**src/hw/isr_pkg.sv**
```systemverilog
/*
  Shared constants and types of the status reporting block: bit positions of
  the status byte and of the standard event register, reset values, valid-bit
  masks and the command codes.
  Assumes one instrument clock; the command parser outside presents commands.
*/
`default_nettype none

package isr_pkg;

  // Status byte bit positions.
  localparam int STB_OPERATIONAL_SUMMARY_BIT_BIT = 7;
  localparam int STB_RQS_BIT = 6;
  localparam int STB_ESB_BIT = 5;
  localparam int STB_MAV_BIT = 4;
  localparam int STB_ERR_BIT = 2;
  localparam int STB_RSR_BIT = 0;

  // Standard event register bit positions.
  localparam int ESR_PON_BIT = 7;
  localparam int ESR_URQ_BIT = 6;
  localparam int ESR_CMD_BIT = 5;
  localparam int ESR_EXE_BIT = 4;
  localparam int ESR_DDE_BIT = 3;
  localparam int ESR_QYE_BIT = 2;
  localparam int ESR_RQC_BIT = 1;
  localparam int ESR_OPC_BIT = 0;

  // Reset values and masks of implemented bits.
  localparam logic [7:0] SRE_RESET = 8'h00;
  localparam logic [7:0] ESR_RESET = 8'h80;
  localparam logic [7:0] ESR_VALID = 8'hfd;
  localparam logic [15:0] LOW_RESET = 16'h0000;
  localparam logic [15:0] LOW_VALID = 16'h7fff;
  localparam logic [7:0] SRE_REQ_MASK = 8'hbf;

  typedef enum logic [3:0] {
    ISR_CMD_STB_QUERY = 4'h0,
    ISR_CMD_SERIAL_POLL = 4'h1,
    ISR_CMD_SRE_WRITE = 4'h2,
    ISR_CMD_SRE_QUERY = 4'h3,
    ISR_CMD_ESR_QUERY = 4'h4,
    ISR_CMD_ESE_WRITE = 4'h5,
    ISR_CMD_ESE_QUERY = 4'h6,
    ISR_CMD_CLEAR = 4'h7,
    ISR_CMD_OPERATIONAL_SUMMARY_BIT_QUERY = 4'h8,
    ISR_CMD_OPERATIONAL_SUMMARY_BIT_EN_WRITE = 4'h9,
    ISR_CMD_OPERATIONAL_SUMMARY_BIT_EN_QUERY = 4'ha,
    ISR_CMD_QUES_QUERY = 4'hb,
    ISR_CMD_QUES_EN_WRITE = 4'hc,
    ISR_CMD_QUES_EN_QUERY = 4'hd
  } isr_cmd_t;

endpackage : isr_pkg

`default_nettype wire

```
**src/hw/isr_event_if.sv**
```systemverilog
/*
  Carrier between the top module and one sticky event register with its
  enable mask.
  Assumes the owner and the user run on the same clock.
*/
`default_nettype none

interface isr_event_if #(
  parameter int WIDTH = 8
);
  logic [WIDTH-1:0] set;
  logic clear;
  logic en_wr;
  logic [WIDTH-1:0] en_data;
  logic [WIDTH-1:0] events;
  logic [WIDTH-1:0] enable;
  logic summary;

  modport owner(input set, input clear, input en_wr, input en_data,
                output events, output enable, output summary);
  modport user(output set, output clear, output en_wr, output en_data,
               input events, input enable, input summary);
endinterface : isr_event_if

`default_nettype wire

```
**src/hw/isr_event_reg.sv**
```systemverilog
/*
  Sticky event register with enable mask and enabled-event summary.
  Assumes set pulses and clear strobes synchronous to clk.
*/
`default_nettype none

module isr_event_reg
  import isr_pkg::*;
#(
  parameter int WIDTH = 8,
  parameter logic [WIDTH-1:0] RESET_VAL = '0,
  parameter logic [WIDTH-1:0] VALID_MASK = '1
) (
  input wire logic clk,
  input wire logic rst_n,
  isr_event_if.owner ev
);
  typedef struct packed {
    logic [WIDTH-1:0] events;
    logic [WIDTH-1:0] enable;
  } isr_evreg_t;

  isr_evreg_t st_r;
  isr_evreg_t st_nxt;

  always_comb begin
    st_nxt = st_r;
    if (ev.clear) begin
      st_nxt.events = '0;
    end
    // A set in the clearing cycle is kept so the event is never lost.
    st_nxt.events = st_nxt.events | (ev.set & VALID_MASK);
    if (ev.en_wr) begin
      st_nxt.enable = ev.en_data & VALID_MASK;
    end
  end

  always_ff @(posedge clk or negedge rst_n) begin
    if (!rst_n) begin
      st_r <= '{events: RESET_VAL, enable: '0};
    end else begin
      st_r <= st_nxt;
    end
  end

  assign ev.events = st_r.events;
  assign ev.enable = st_r.enable;
  assign ev.summary = |(st_r.events & st_r.enable);
endmodule : isr_event_reg

`default_nettype wire

```
**src/hw/isr_request_gen.sv**
```systemverilog
/*
  Service request generator: SRQ line and request-service flag.
  Assumes a serial poll strobe of one cycle from the bus interface.
*/
`default_nettype none

module isr_request_gen
  import isr_pkg::*;
(
  input wire logic clk,
  input wire logic rst_n,
  input wire logic [7:0] stb_core,
  input wire logic [7:0] service_request_enable,
  input wire logic serial_poll,
  output wire logic srq,
  output wire logic request_service_flag,
  output wire logic master_summary_flag
);
  typedef struct packed {
    logic srq;
    logic request_service_flag;
  } isr_reqgen_t;

  isr_reqgen_t st_r;
  isr_reqgen_t st_nxt;
  logic cause;

  assign cause = |(stb_core & service_request_enable & SRE_REQ_MASK);

  always_comb begin
    st_nxt = st_r;
    st_nxt.srq = cause;
    if (serial_poll) begin
      st_nxt.request_service_flag = 1'b0;
    end
    // A new request rising in the poll cycle wins over the clear.
    if (cause && !st_r.srq) begin
      st_nxt.request_service_flag = 1'b1;
    end
  end

  always_ff @(posedge clk or negedge rst_n) begin
    if (!rst_n) begin
      st_r <= '0;
    end else begin
      st_r <= st_nxt;
    end
  end

  assign srq = st_r.srq;
  assign request_service_flag = st_r.request_service_flag;
  assign master_summary_flag = st_r.srq;
endmodule : isr_request_gen

`default_nettype wire

```
**src/hw/isr_status_reporting.sv**
```systemverilog
/*
  Status reporting block: status byte, service request enable, standard event
  register with its enable, and the operational and questionable registers.
  Assumes a command parser that presents one decoded command per cycle and
  takes one-cycle replies, and event sources giving one-cycle pulses.
*/
// Overview of operation
// - An 8-bit status byte summarises reply queue, error queue and event register.
// - Bit 6 is request-service on serial poll, master summary on query.
// - Request enable mask gates each status bit onto SRQ, never bit 6.
// - Mask value 20 makes SRQ follow message available or error queue bits.
// - Status bit 7, operational summary, always reads zero.
// - Request-service flag marks SRQ assertion and clears on serial poll.
// - Master summary is read-only and clears only when its causes clear.
// - Status bit 5 is set when any enabled standard event bit is set.
// - Status bit 4 is set while a reply message waits.
// - Status bit 2 is set while the error queue holds a message.
// - An 8-bit standard event register is readable by its query.
// - A standard event enable mask selects which events feed bit 5.
// - Event bit 7 is set after power-up until read or cleared.
// - Event bit 6 is set on manual return to local operation.
// - Event bit 5 is set on a remote command error.
// - Event bit 4 is set on an execution error.
// - Event bit 3 is set on an internal device fault.
// - Event bit 2 is set on a message protocol error.
// - Event bit 1, bus control request, is never set.
// - Event bit 0 is set when all requested operations complete.
// - Operational and questionable 16-bit registers with enables; bit 15 reads zero.
`default_nettype none

module isr_status_reporting
  import isr_pkg::*;
(
  input wire logic clk,
  input wire logic rst_n,
  input wire logic cmd_valid,
  input wire isr_cmd_t cmd_code,
  input wire logic [15:0] cmd_data,
  input wire logic msg_available,
  input wire logic err_queue_pending,
  input wire logic ready_summary,
  input wire logic manual_local_evt,
  input wire logic command_error_evt,
  input wire logic execution_error_evt,
  input wire logic internal_fault_evt,
  input wire logic protocol_error_evt,
  input wire logic operations_done_evt,
  input wire logic [15:0] operational_summary_bit_evt,
  input wire logic [15:0] ques_evt,
  output wire logic srq,
  output wire logic rsp_valid,
  output wire logic [15:0] rsp_data
);
  typedef struct packed {
    logic [7:0] service_request_enable;
    logic rsp_valid;
    logic [15:0] rsp_data;
  } isr_top_t;

  isr_top_t st_r;
  isr_top_t st_nxt;

  isr_event_if #(.WIDTH(8)) std_if ();
  isr_event_if #(.WIDTH(16)) operational_summary_bit_if ();
  isr_event_if #(.WIDTH(16)) ques_if ();

  logic [7:0] stb_core;
  logic [7:0] std_set;
  logic serial_poll;
  logic clear_all;
  logic request_service_flag;
  logic master_summary_flag;

  function automatic logic [15:0] widen8(input logic [7:0] v);
    return {8'h00, v};
  endfunction : widen8

  function automatic logic [7:0] with_bit6(input logic [7:0] v, input logic b);
    logic [7:0] r;
    r = v;
    r[STB_RQS_BIT] = b;
    return r;
  endfunction : with_bit6

  assign serial_poll = cmd_valid && cmd_code == ISR_CMD_SERIAL_POLL;
  assign clear_all = cmd_valid && cmd_code == ISR_CMD_CLEAR;

  // Status byte without bit 6; bit 6 is chosen by the kind of read.
  always_comb begin
    stb_core = 8'h00;
    stb_core[STB_OPERATIONAL_SUMMARY_BIT_BIT] = 1'b0;
    stb_core[STB_ESB_BIT] = std_if.summary;
    stb_core[STB_MAV_BIT] = msg_available;
    stb_core[STB_ERR_BIT] = err_queue_pending;
    stb_core[STB_RSR_BIT] = ready_summary;
  end

  // Power-on bit 7 comes only from the register's reset value.
  always_comb begin
    std_set = 8'h00;
    std_set[ESR_URQ_BIT] = manual_local_evt;
    std_set[ESR_CMD_BIT] = command_error_evt;
    std_set[ESR_EXE_BIT] = execution_error_evt;
    std_set[ESR_DDE_BIT] = internal_fault_evt;
    std_set[ESR_QYE_BIT] = protocol_error_evt;
    std_set[ESR_RQC_BIT] = 1'b0;
    std_set[ESR_OPC_BIT] = operations_done_evt;
  end

  // Reading an event register clears it; a clear-status clears all three.
  assign std_if.set = std_set;
  assign std_if.clear = clear_all || (cmd_valid && cmd_code == ISR_CMD_ESR_QUERY);
  assign std_if.en_wr = cmd_valid && cmd_code == ISR_CMD_ESE_WRITE;
  assign std_if.en_data = cmd_data[7:0];

  assign operational_summary_bit_if.set = operational_summary_bit_evt;
  assign operational_summary_bit_if.clear = clear_all || (cmd_valid && cmd_code == ISR_CMD_OPERATIONAL_SUMMARY_BIT_QUERY);
  assign operational_summary_bit_if.en_wr = cmd_valid && cmd_code == ISR_CMD_OPERATIONAL_SUMMARY_BIT_EN_WRITE;
  assign operational_summary_bit_if.en_data = cmd_data;

  assign ques_if.set = ques_evt;
  assign ques_if.clear = clear_all || (cmd_valid && cmd_code == ISR_CMD_QUES_QUERY);
  assign ques_if.en_wr = cmd_valid && cmd_code == ISR_CMD_QUES_EN_WRITE;
  assign ques_if.en_data = cmd_data;

  isr_event_reg #(
    .WIDTH(8),
    .RESET_VAL(ESR_RESET),
    .VALID_MASK(ESR_VALID)
  ) u_std_events (
    .clk(clk),
    .rst_n(rst_n),
    .ev(std_if)
  );

  // The lower layer reports nowhere: its summaries stay unused in the byte.
  isr_event_reg #(
    .WIDTH(16),
    .RESET_VAL(LOW_RESET),
    .VALID_MASK(LOW_VALID)
  ) u_operational_summary_bit_events (
    .clk(clk),
    .rst_n(rst_n),
    .ev(operational_summary_bit_if)
  );

  isr_event_reg #(
    .WIDTH(16),
    .RESET_VAL(LOW_RESET),
    .VALID_MASK(LOW_VALID)
  ) u_ques_events (
    .clk(clk),
    .rst_n(rst_n),
    .ev(ques_if)
  );

  // SRQ is only meaningful on the parallel bus; a serial host polls instead.
  isr_request_gen u_request (
    .clk(clk),
    .rst_n(rst_n),
    .stb_core(stb_core),
    .service_request_enable(st_r.service_request_enable),
    .serial_poll(serial_poll),
    .srq(srq),
    .request_service_flag(request_service_flag),
    .master_summary_flag(master_summary_flag)
  );

  always_comb begin
    st_nxt = st_r;
    st_nxt.rsp_valid = 1'b0;
    st_nxt.rsp_data = 16'h0000;
    if (cmd_valid) begin
      unique case (cmd_code)
        ISR_CMD_STB_QUERY: begin
          st_nxt.rsp_valid = 1'b1;
          st_nxt.rsp_data = widen8(with_bit6(stb_core, master_summary_flag));
        end
        ISR_CMD_SERIAL_POLL: begin
          st_nxt.rsp_valid = 1'b1;
          st_nxt.rsp_data = widen8(with_bit6(stb_core, request_service_flag));
        end
        ISR_CMD_SRE_WRITE: begin
          st_nxt.service_request_enable = cmd_data[7:0];
        end
        ISR_CMD_SRE_QUERY: begin
          st_nxt.rsp_valid = 1'b1;
          st_nxt.rsp_data = widen8(st_r.service_request_enable);
        end
        ISR_CMD_ESR_QUERY: begin
          st_nxt.rsp_valid = 1'b1;
          st_nxt.rsp_data = widen8(std_if.events);
        end
        ISR_CMD_ESE_QUERY: begin
          st_nxt.rsp_valid = 1'b1;
          st_nxt.rsp_data = widen8(std_if.enable);
        end
        ISR_CMD_OPERATIONAL_SUMMARY_BIT_QUERY: begin
          st_nxt.rsp_valid = 1'b1;
          st_nxt.rsp_data = operational_summary_bit_if.events;
        end
        ISR_CMD_OPERATIONAL_SUMMARY_BIT_EN_QUERY: begin
          st_nxt.rsp_valid = 1'b1;
          st_nxt.rsp_data = operational_summary_bit_if.enable;
        end
        ISR_CMD_QUES_QUERY: begin
          st_nxt.rsp_valid = 1'b1;
          st_nxt.rsp_data = ques_if.events;
        end
        ISR_CMD_QUES_EN_QUERY: begin
          st_nxt.rsp_valid = 1'b1;
          st_nxt.rsp_data = ques_if.enable;
        end
        ISR_CMD_ESE_WRITE, ISR_CMD_CLEAR, ISR_CMD_OPERATIONAL_SUMMARY_BIT_EN_WRITE,
        ISR_CMD_QUES_EN_WRITE: begin
          st_nxt.rsp_valid = 1'b0;
        end
        default: begin
          // Codes 4'he and 4'hf are ignored without a reply.
          st_nxt.rsp_valid = 1'b0;
        end
      endcase
    end
  end

  always_ff @(posedge clk or negedge rst_n) begin
    if (!rst_n) begin
      st_r <= '{service_request_enable: SRE_RESET, rsp_valid: 1'b0, rsp_data: 16'h0000};
    end else begin
      st_r <= st_nxt;
    end
  end

  assign rsp_valid = st_r.rsp_valid;
  assign rsp_data = st_r.rsp_data;

  // Helper for the power-up check: low only until the first edge after reset.
  logic seen_edge_r;
  always_ff @(posedge clk or negedge rst_n) begin
    if (!rst_n) begin
      seen_edge_r <= 1'b0;
    end else begin
      seen_edge_r <= 1'b1;
    end
  end
endmodule : isr_status_reporting

`default_nettype wire

```
**config.mk**
```make
export PLATFORM = sky130hd
export DESIGN_NAME = isr_status_reporting
export DESIGN_NICKNAME = d
export VERILOG_FILES = /design/src/hw/isr_pkg.sv /design/src/hw/isr_event_if.sv /design/src/hw/isr_event_reg.sv /design/src/hw/isr_request_gen.sv /design/src/hw/isr_status_reporting.sv
export SDC_FILE = /design/constraint.sdc
export NUM_CORES = 1
export LEC_CHECK = 0
export BUFFER_PORTS_ARGS = -buffer_cell sky130_fd_sc_hd__buf_2
export CAP_MARGIN = 25
export CORE_ASPECT_RATIO = 1.25
export CORE_MARGIN = 5
export CORE_UTILIZATION = 25
export CTS_BUF_LIST = sky130_fd_sc_hd__clkbuf_16
export DETAILED_ROUTE_END_ITERATION = 12
export PLACE_DENSITY = 0.42
export SETUP_SLACK_MARGIN = 0.05
export SLEW_MARGIN = 20
export SYNTH_ARGS = -nofsm -noshare
export SYNTH_HDL_FRONTEND = slang
export SYNTH_SLANG_ARGS = --single-unit
```
**constraint.sdc**
```tcl
create_clock -name clk -period 3.8 [get_ports clk]
set_clock_uncertainty 0.2 [all_clocks]
set_input_delay 0.38 -clock clk [delete_from_list [all_inputs] [get_ports clk]]
set_output_delay 0.38 -clock clk [all_outputs]
set_load 0.01 [all_outputs]
```
Word-level counts from Yosys, hierarchy flattened. Cells that the tools add are included.

Register bits: 104. Latch bits: 0. Memory bits (writable): 0. Memory bits (read-only): 0. Bits of input ports: 64. Output and inout bits: 18. Logic and storage cells: 56. Memories: 0.

$add $sub $neg: 0. Multipliers: 0. Divide/modulo/power cells: 0. Order comparisons: 0. Eq/ne operators: 13. Shift-type cells: 0. Muxes and demuxes: 8. Bitwise logic cells: 5. Reductions and logical operators: 19.

Operators with widths (number): one-hot mux 16 bit (9 select lines) (1); 2-to-1 mux 16 bit (2); bitwise OR 16 x 15 -> 16 bit (2); equality test 4 bit (second input constant) (6); 2-to-1 mux 17 bit (1); equality test 4 x 3 -> 1 bit (second input constant) (4); logical AND 1 bit (9); OR reduction 9 bit (1); AND 6 x 8 -> 8 bit (1); AND 8 bit (1); equality test 4 x 2 -> 1 bit (second input constant) (2); 2-to-1 mux 8 bit (1); bitwise OR 8 x 7 -> 8 bit (1); OR reduction 8 bit (1); OR reduction 7 bit (1); equality test 4 x 1 -> 1 bit (second input constant) (1); logical NOT 4 bit (1); logical OR 1 bit (3); 2-to-1 mux 1 bit (3); AND reduction 2 bit (1); nonzero test 2 bit (1); logical NOT 1 bit (1).

Depth between registers and ports, before layout. Gate-level depths: netlist of the first run.

Depth after elaboration: 6. Mapped depth: 7.

Cells and area by module. Synthesis of the first run repeated with hierarchy kept, for this count alone.

Cells, all modules: 409. Area total of the unflattened synthesis: 5039.8 µm².

By module, submodules not included: isr_event_reg at u_operational_summary_bit_events ... (instances 2, cells each 76, area an instance 1186.1 µm², sequential area each 750.7 µm²); isr_status_reporting (instances 1, cells each 210, area an instance 1990.7 µm², sequential area each 625.6 µm²); isr_event_reg at u_std_events (instances 1, cells each 37, area an instance 573.0 µm², sequential area each 351.6 µm²); isr_request_gen (instances 1, cells each 10, area an instance 103.8 µm², sequential area each 50.0 µm²).

Worst setup path after synthesis of the first run. Ideal clock, no wire load.

Path kind: input-to-reg. From: in cmd_code[2]. To: reg u_operational_summary_bit_events.st_r, in the netlist u_operational_summary_bit_events.ev.enable[10]. Setup time: 125 ps. Arrival time: 1407 ps. Data required time: 3475 ps. Path slack: 2068 ps. Stages on the path: 5. Buffers on the path: 2. Cell sequence: buf_4 -> nand2b_1 -> nor2_4 -> buf_4 -> mux2_2.

Cells in the longest elaborated chain, start to end: 2.

RTL lines: start, declared (line isr_status_reporting.sv:37) `input wire isr_cmd_t cmd_code,`; equality test 4 bit (line isr_status_reporting.sv:118) `assign operational_summary_bit_if.en_wr = cmd_valid && cmd_code == ISR_CMD_OPERATIONAL_SUMMARY_BIT_EN_WRITE;`; logical AND 1 bit (line isr_status_reporting.sv:118); end signal, assigned (line isr_event_reg.sv:40) `st_r <= '{events: RESET_VAL, enable: '0};`; end signal, assigned (line isr_event_reg.sv:42) `st_r <= st_nxt;`; end, declared (line isr_event_reg.sv:23) `isr_evreg_t st_r;`.

Every way passes these cells. A chain may end at the register's enable or synchronous reset.

Worst setup path in the final report of the first run.
From: in cmd_code[2]. To: reg u_ques_events.st_r, in the netlist u_ques_events.ev.enable[12].

Cells in the longest elaborated chain, start to end: 2.

RTL lines: equality test 4 bit (line isr_status_reporting.sv:123) `assign ques_if.en_wr = cmd_valid && cmd_code == ISR_CMD_QUES_EN_WRITE;`; logical AND 1 bit (line isr_status_reporting.sv:123); end signal, assigned (line isr_event_reg.sv:40); end signal, assigned (line isr_event_reg.sv:42); end, declared (line isr_event_reg.sv:23).

Every way passes these cells.

==> metrics, run 1 <==
status=finished, final reports clean; io pins=82; vias in the first global route=3474; Initial DRC Count=161; Synth area leaders=dfrtp_1 54%, mux2_2 8.8%, a21o_1 6.2%, buf_4 3.7%, mux2_4 3.3%; setup_tns=0 ns; CTS clk-pin slew, worst paths=0.07 ns; largest net degree at the start of global routing=48; placed cell count=640; global route overflow=0; Post-Syn Area per Cell=12.5 um^2; detailed placement HPWL=9440 um; area delta synth->final=17.9%; largest area contributor in the synthesized netlist=dfrtp_1; post_cts resized=0; post-route insts no fill=664; RePlAce Congestion=0.808; Die H=162 um; clock latency on the worst-skew pair=0.34 ns; initial antenna violation count=0; CTS tree=yes; ANT nets after route=0; Startpoint Class=input pin; global-route wire length before repair=21000 um; Final Hold Fails=0; Net Count, Synth=434; Design Area, Final=5450 um^2; Fillers=1887; total global-route track usage=12.7%; number of core rows=55; Slew headroom=34.2%; core area=18200 um^2; CP arrival=2.45 ns; fin crit share=64.0%; TritonCTS Sinks=100; initial core utilization=25.4%; Primary FF master, synth=dfrtp_1; Setup crit end kind=register; # DRC=0; H-Tree Depth=3; Post-Syn Instances=370; top-count cell post-synth=dfrtp_1; Unique masters post-synth=54; Max FO, Critical Path=29; ratio of cells with drive above 1 in the final layout=36.7%; Achievable Freq=0.411 GHz; clk buf depth=2; Hold WS=0.0127 ns; drt pass-1 iters=6; Seq cells post-synth=100; post-synthesis sequential area ratio=54.2%; worst min-delay path class=in -> reg; nets=495; WL final=13500 um; Post-synth EDFFs=0; post-layout util=30.0%; Mapped Area=4620 um^2; chip width=132 um; CTS Buf Count=9; pins over their slew limit=0; top-area cell type share of the netlist area=53.6%; CP required=3.82 ns; RSZ-0062 raised after global routing=false; Least-Margin Pin Slew=0.984 ns; WL/cell=20.3 um; Peak VDD IR=0.000163 V; Ys Warns=0; vias per cell=4.91; Synth async-reset ratio=100%; Post-Place Cell Area=5060 um^2; synth cell count leaders=99 x dfrtp_1, 38 x a21o_1, 36 x mux2_2; ant diodes=0; Die ar.=21300 um^2; number of port buffers=77; leakage=2.34 nW; kind of critical path=in -> reg; Power per Cell Area=476 nW/um^2; # setup viols final=0; Root Buffer=clkbuf_16; Max-cap violations=0; via count=3261; Min Clock Period, post-route=2.43 ns
registers in the layout, indices dropped and copies added, names as in the netlist:
name and count:
rsp_data 15, rsp_valid 1, st_r 8, u_operational_summary_bit_events.ev.enable 15, u_operational_summary_bit_events.ev.events 15, u_ques_events.ev.enable 15
u_ques_events.ev.events 15, u_request.master_summary_flag 1, u_request.request_service_flag 1, u_std_events.ev.enable 7, u_std_events.ev.events 7
worst paths after layout:
kind                                             from                          end  slack (ns)  cells after the start
setup / recovery                          cmd_code[2]  u_ques_events.ev.enable[12]        1.37                      5
min in group asynchronous                       rst_n  u_ques_events.ev.events[10]        0.39                      2
max in group asynchronous                       rst_n    u_std_events.ev.events[7]        2.12                      3
setup reg to reg            u_std_events.ev.events[7]                  rsp_data[5]        1.98                      4
hold reg to reg            u_ques_events.ev.events[2]   u_ques_events.ev.events[2]        0.28                      1
hold / removal                           ques_evt[10]  u_ques_events.ev.events[10]        0.01                      2
layer usage:
layer / part of all wire, % / global-route usage (%) / vias up
met5: 0 / 0 / -
met4: 3.1 / 5.71 / 0
met3: 4.0 / 2.88 / 24
met2: 48 / 19.9 / 93
met1: 45 / 16.7 / 1664
li1: - / - / 1480
report_power, final:
group	switching, W	total [W]	internal, W
registers	0.0000887	0.00129	0.00120
logic	0.000170	0.000367	0.000197
clock network	0.000419	0.000933	0.000514
metrics by stage:
stage / total power [W] / setup slack (ns)
floorplan: 0.00153 / 2.07
finish: 0.00259 / 1.37
CTS: 0.00263 / 1.38
global route: 0.00271 / 1.31
global placement: 0.00166 / 1.03
detailed placement: 0.00167 / 1.01
worst max-delay path, cell delays in order:
cell     delay, ns
buf_2         0.43
inv_2         0.24
nor2_2        0.30
nand3_2       0.57
mux2_4        0.50
area by class of cell:
| type | instances | area [um^2] | area share [%] |
|---|---|---|---|
| sequential | 100 | 2500 | 46.0 |
| multi-input combinational | 227 | 1840 | 33.8 |
| tap | 228 | 285 | 5.24 |
| inverter | 4 | 15.0 | 0.276 |
| clock inverter | 7 | 75.1 | 1.38 |
| clock buffer | 9 | 225 | 4.14 |
| timing repair buffer | 89 | 498 | 9.15 |
cell usage in the layout, fill, tap and decap left out, types with 3 or more instances in the layout:
cell           count
dfrtp_1           99
buf_2             76
a21o_1            38
mux2_2            36
nand2_1           16
a21oi_1           14
a22o_1            13
a22oi_1           12
mux2_4            10
clkbuf_16          9
and3_1             8
dlygate4sd3_1      8
a32o_1             6
nor2b_1            5
nor2_1             5
nand3b_1           5
o21ai_0            5
buf_4              5
and2_1             4
a31oi_1            4
a32oi_1            4
nand2b_1           3
nor2_2             3
a222oi_1           3
nand3_1            3
inv_1              3
clkinvlp_4         3
kinds of logic after synthesis:
family	synth area share [%]
AO/OA/AOI/OAI	18.1
flip-flops	54.2
AND/OR/NAND/NOR	9.29
multiplexers	12.5
buffers and inverters	5.88
other	0.0812
repair_timing:
item                      in CTS  in global routing
setup buffers                  0                  0
hold endpoints to repair      51                  1
hold buffers                   7                  1
Note: power is estimated with default switching activity, not from simulation.
==> run 2, diff against run 1 <==
==> constraint.sdc (replaced) <==
create_clock -name clk -period 2.3 [get_ports clk]
set_clock_uncertainty 0.2 [all_clocks]
set_input_delay 0.23 -clock clk [delete_from_list [all_inputs] [get_ports clk]]
set_output_delay 0.23 -clock clk [all_outputs]
set_load 0.01 [all_outputs]
==> run 2 against run 1 <==
Against the previous run:
- wire length down 0.45%
- clock-buffer cell count stayed put
- setup slack worse by 0.89 ns
- first-iteration DRC count grew 19%
- die area unchanged
- combinational power is 86% higher
- critical path type is now reg -> reg
- critical endpoint is now u_request.request_service_flag
==> metrics, run 2 (same netlist as run 1, synthesis figures left out) <==
number of port buffers=77; commonest non-fill, non-tap cell in the layout=dfrtp_1; ratio of cells with drive above 1 in the final layout=35.7%; Die H=162 um; io pins=82; kind of critical path=reg -> reg; clock latency on the worst-skew pair=0.35 ns; Root Buffer=clkbuf_16; detailed placement HPWL=9830 um; drt pass-1 iters=5; chip width=132 um; Setup crit end kind=register; FF-to-FF Start=st_r[21]; Initial DRC Count=192; RSZ-0062 raised after global routing=false; Hold EP=rsp_data[4]; nets=560; setup_tns=0 ns; clk buf depth=2; Achievable Freq=0.549 GHz; hold depth=4; WL/cell=18.4 um; CTS tree=yes; RePlAce Congestion=0.759; # DRC=0; postcts setup bufs=0; commonest non-fill, non-tap cells in the layout=99 x dfrtp_1, 76 x buf_2, 52 x dlygate4sd3_1; fin crit share=79.2%; initial core utilization=25.4%; Power per Cell Area=725 nW/um^2; vias in the first global route=3753; CP required=2.34 ns; Max FO, Critical Path=3; global-route wire length before repair=21300 um; Die ar.=21300 um^2; r2r endpoint=u_request.request_service_flag; worst min-delay path class=in -> reg; Final Hold Fails=0; Max-cap violations=0; largest net degree at the start of global routing=101; CTS Buf Count=9; Hold Crit Start=msg_available; WL final=13400 um; placed cell count=661; Min Clock Period, post-route=1.82 ns; Register-to-Register Setup Slack=0.48 ns; vias per cell=4.77; Startpoint Class=register; CP arrival=1.86 ns; initial antenna violation count=0; Least-Margin Pin Slew=0.550 ns; Peak VDD IR=0.000293 V; TritonCTS Sinks=100; CTS clk-pin slew, worst paths=0.07 ns; status=finished, final reports clean; pins over their slew limit=0; via count=3479; leakage=2.65 nW; total global-route track usage=12.7%; ANT nets after route=0; core area=18200 um^2; ant diodes=0; H-Tree Depth=3; Fillers=1879; area delta synth->final=31.3%; number of core rows=55; global route overflow=0; post-route insts no fill=729; Reg2Reg Depth=3; Slew headroom=63.3%; # setup viols final=0
## run 2: changes by cell type in the layout (fill, tap and decap cells not counted)
cell and change:
bufinv_16 +1, clkinvlp_4 -3, inv_6 -2, clkinv_1 +1, clkinv_2 +2, inv_1 +1
buf_12 +1, dlygate4sd3_1 +44, buf_4 +20
## run 2: timing repair
action	4_1_cts	5_1_grt
endpoints found under the hold margin	180	0
hold buffers	52	0
resized for setup	0	0
## run 2: worst max-delay path by stage
stage                               from                                             end  depth (start not counted)
2_1_floorplan                cmd_code[2]  u_operational_summary_bit_events.ev.enable[10]                          5
5_1_grt                         st_r[21]                  u_request.request_service_flag                          3
4_1_cts        u_std_events.ev.events[7]                                     rsp_data[5]                          4
3_5_place_dp                 cmd_code[3]                                     rsp_data[5]                          6
3_3_place_gp                 cmd_code[3]                                     rsp_data[5]                          6
6_report                        st_r[21]                  u_request.request_service_flag                          3
## run 2: stage by stage
stage	worst slack (ns)	power (W)	cell area, um^2	hold WS [ns]	utilization [%]
after floorplan	0.718	0.00253	4620	-0.266	-
after global placement	0.321	0.00277	5240	0.135	28.8
after detailed placement	0.257	0.00279	5240	0.143	28.8
after CTS	0.474	0.00447	6060	0.0646	33.4
after global routing	0.435	0.00461	6060	0.0777	33.4
final	0.478	0.00439	6060	0.0792	33.4
## run 2: report_power, final
| group | switching, W | internal [W] |
|---|---|---|
| combinational | 0.000291 | 0.000392 |
| sequential | 0.000143 | 0.00199 |
| clock | 0.000641 | 0.000940 |
## run 2: layer usage
layer	wire, um	GRT usage (%)	vias to the layer above
met5	0	0	-
met4	285	4.54	0
met3	463	3.07	15
met2	6810	21.8	85
met1	5850	15.5	1770
li1	-	-	1609
## run 2: critical path, cell delays in order, from the launching register on
cell,delay [ns]
dfrtp_1,0.41
a222oi_1,0.52
o21ai_0,0.31
a22o_1,0.29
## run 2: cell type report
class / instances / area (um^2) / share of cell area, %
tap: 228 / 285 / 4.70
sequential: 100 / 2500 / 41.3
multi-input combinational: 227 / 1840 / 30.4
clock inverter: 7 / 82.6 / 1.36
clock buffer: 9 / 225 / 3.71
timing repair buffer: 154 / 1110 / 18.3
inverter: 4 / 15.0 / 0.248
==> run 3, diff against run 2 <==
--- a/config.mk
+++ b/config.mk
@@ -5,6 +5,7 @@
 export SDC_FILE = /design/constraint.sdc
 export NUM_CORES = 1
 export LEC_CHECK = 0
+export ABC_AREA = 1
 export BUFFER_PORTS_ARGS = -buffer_cell sky130_fd_sc_hd__buf_2
 export CAP_MARGIN = 25
 export CORE_ASPECT_RATIO = 1.25
==> constraint.sdc (replaced) <==
create_clock -name clk -period 1.9 [get_ports clk]
set_clock_uncertainty 0.2 [all_clocks]
set_input_delay 0.19 -clock clk [delete_from_list [all_inputs] [get_ports clk]]
set_output_delay 0.19 -clock clk [all_outputs]
set_load 0.01 [all_outputs]
==> run 3 against run 2 <==
Against the previous run:
- sequential power rose by 19%
- synthesized cell count rose by 40%
- total power rose by 17%
- largest cell class unchanged
- highest routed layer unchanged
==> metrics, run 3 <==
global route overflow=0; TritonCTS Sinks=100; post-synthesis sequential area ratio=54.9%; ratio of cells with drive above 1 in the final layout=21.0%; detailed placement HPWL=9510 um; grt peak-use layer=met2; Crit path max-delay family=buffers and inverters; CTS clk-pin slew, worst paths=0.07 ns; Ys Warns=0; hold buffers post-CTS=53; Max-cap violations=0; RePlAce Congestion=0.824; clk buf depth=2; CTS Buf Count=9; Die H=161 um; largest net degree at the start of global routing=54; number of core rows=55; clock latency on the worst-skew pair=0.35 ns; Power per Cell Area=848 nW/um^2; via count=3702; core area=18000 um^2; leakage=3.19 nW; Final Hold Fails=0; post-layout util=33.5%; CP required=1.98 ns; synth cell count leaders=118 x nand2_1, 99 x dfrtp_1, 70 x inv_1; chip width=131 um; status=finished, final reports clean; Root Buffer=clkbuf_16; RSZ-0062 raised after global routing=false; GR Layer Usage met2=21.5%; ANT nets after route=0; Peak VDD IR=0.000358 V; number of port buffers=77; WL/cell=14.7 um; initial core utilization=25.3%; global-route wire length before repair=20900 um; post-route insts no fill=881; ant diodes=0; Post-Syn Area per Cell=8.79 um^2; setup_tns=0 ns; placed cell count=814; Initial DRC Count=161; critical path, cell by cell=dlygate4sd3_1 > buf_2 > inv_2 > nor3_4 > buf_4 > nor2_1 > a21oi_1; kind of critical path=in -> reg; initial antenna violation count=0; Post-synth EDFFs=0; GR Util met3=2.81%; pins over their slew limit=0; Primary FF master, synth=dfrtp_1; Synth async-reset ratio=100%; Die ar.=21100 um^2; Pwr Total=0.00513 W; Post-Syn Instances=519; # setup viols final=0; Achievable Freq=0.583 GHz; post_cts resized=0; top-area cell type share of the netlist area=54.3%; drt pass-1 iters=4; vias in the first global route=3868; crit-path max cell delay=0.52 ns; io pins=82; Unique masters post-synth=31; Setup crit end kind=register; Min Clock Period, post-route=1.72 ns; WL final=13000 um; worst min-delay path class=in -> reg; fin crit share=90.3%; CTS tree=yes; commonest non-fill, non-tap cells in the layout=118 x nand2_1, 99 x dfrtp_1, 76 x buf_2; Seq cells post-synth=100; slowest CP cell=dlygate4sd3_1; commonest non-fill, non-tap cell in the layout=nand2_1; Max FO, Critical Path=20; GR met1 Demand/Resource=17.1%; top-count cell post-synth=nand2_1; largest area contributor in the synthesized netlist=dfrtp_1; Synth area leaders=dfrtp_1 54%, nand2_1 9.7%, o21bai_1 5.9%, inv_1 5.8%, o21ai_0 4.9%; Startpoint Class=input pin; total global-route track usage=13.0%; area delta synth->final=32.5%; # DRC=0; vias per cell=4.20; Hold WS=0.0278 ns; postcts setup bufs=0; Bufs and invs on worst path=4; CP arrival=1.79 ns; Mapped Area=4560 um^2; Net Count, Synth=583; H-Tree Depth=3; nets=714
[run 3: cell types whose count changed after synthesis, moves of 8 or more]
| cell | change |
|---|---|
| nand2_1 | +102 |
| inv_1 | +67 |
| nor2_1 | +45 |
| o21ai_0 | +40 |
| a21o_1 | -38 |
| o21bai_1 | +35 |
| mux2_2 | -29 |
| a22o_1 | -12 |
| a22oi_1 | -12 |
| nand3_1 | +12 |
| mux2_4 | -10 |
| and3_1 | -8 |
[run 3: cell type report]
type	instances	area (um^2)
clock buffers	9	225
flip-flops and latches	100	2500
fillers	1903	12000
repair buffers	149	1110
well taps	228	285
clock inverters	5	53.8
inverters	73	274
multi-input cells	317	1590
[run 3: path summary, 6_finish.rpt]
kind | from | end | slack (ns) | cells after the start
max | cmd_valid | u_operational_summary_bit_events.ev.enable[7] | 0.18 | 7
min | ready_summary | u_request.master_summary_flag | 0.03 | 3
max reg2reg | u_std_events.ev.enable[2] | u_request.request_service_flag | 0.50 | 8
min reg2reg | u_std_events.ev.events[7] | u_std_events.ev.events[7] | 0.28 | 2
max in group asynchronous | rst_n | u_std_events.ev.events[7] | 0.86 | 3
min in group asynchronous | rst_n | u_operational_summary_bit_events.ev.enable[1] | 0.04 | 2
[run 3: power breakdown]
| group | switching (W) | leakage, nW | internal [W] |
|---|---|---|---|
| Sequential | 0.000134 | 1.12 | 0.00240 |
| Combinational | 0.000411 | 1.93 | 0.000353 |
| Clock | 0.000817 | 0.141 | 0.00101 |
[run 3: cells by family (layout without fill, tap and decap cells)]
logic type | count (synthesis) | in the layout | synth area share [%]
AND/OR/NAND/NOR | 198 | 198 | 18.0
AO/OA/AOI/OAI | 111 | 111 | 14.9
buffers and inverters | 102 | 236 | 10.4
flip-flops | 100 | 100 | 54.9
multiplexers | 7 | 7 | 1.73
other | 1 | 1 | 0.0822
[run 3: worst reg2reg max path, delay by kind of cell, from the launching register on]
family	cells	cell delay, ns
DFF	1	0.40
and+or+nand+nor	8	0.68
[run 3: stage by stage]
stage,setup WS (ns),instance area (um^2)
after floorplan,0.577,4560
after global placement,0.183,5230
after detailed placement,0.145,5230
after CTS,0.173,6040
after global routing,0.0506,6040
final,0.184,6040
[run 3: layer usage]
metal	up-vias	routed length (um)
li1	1881	-
met2	82	6340
met3	13	493
met1	1726	5940
met4	0	210
met5	-	0
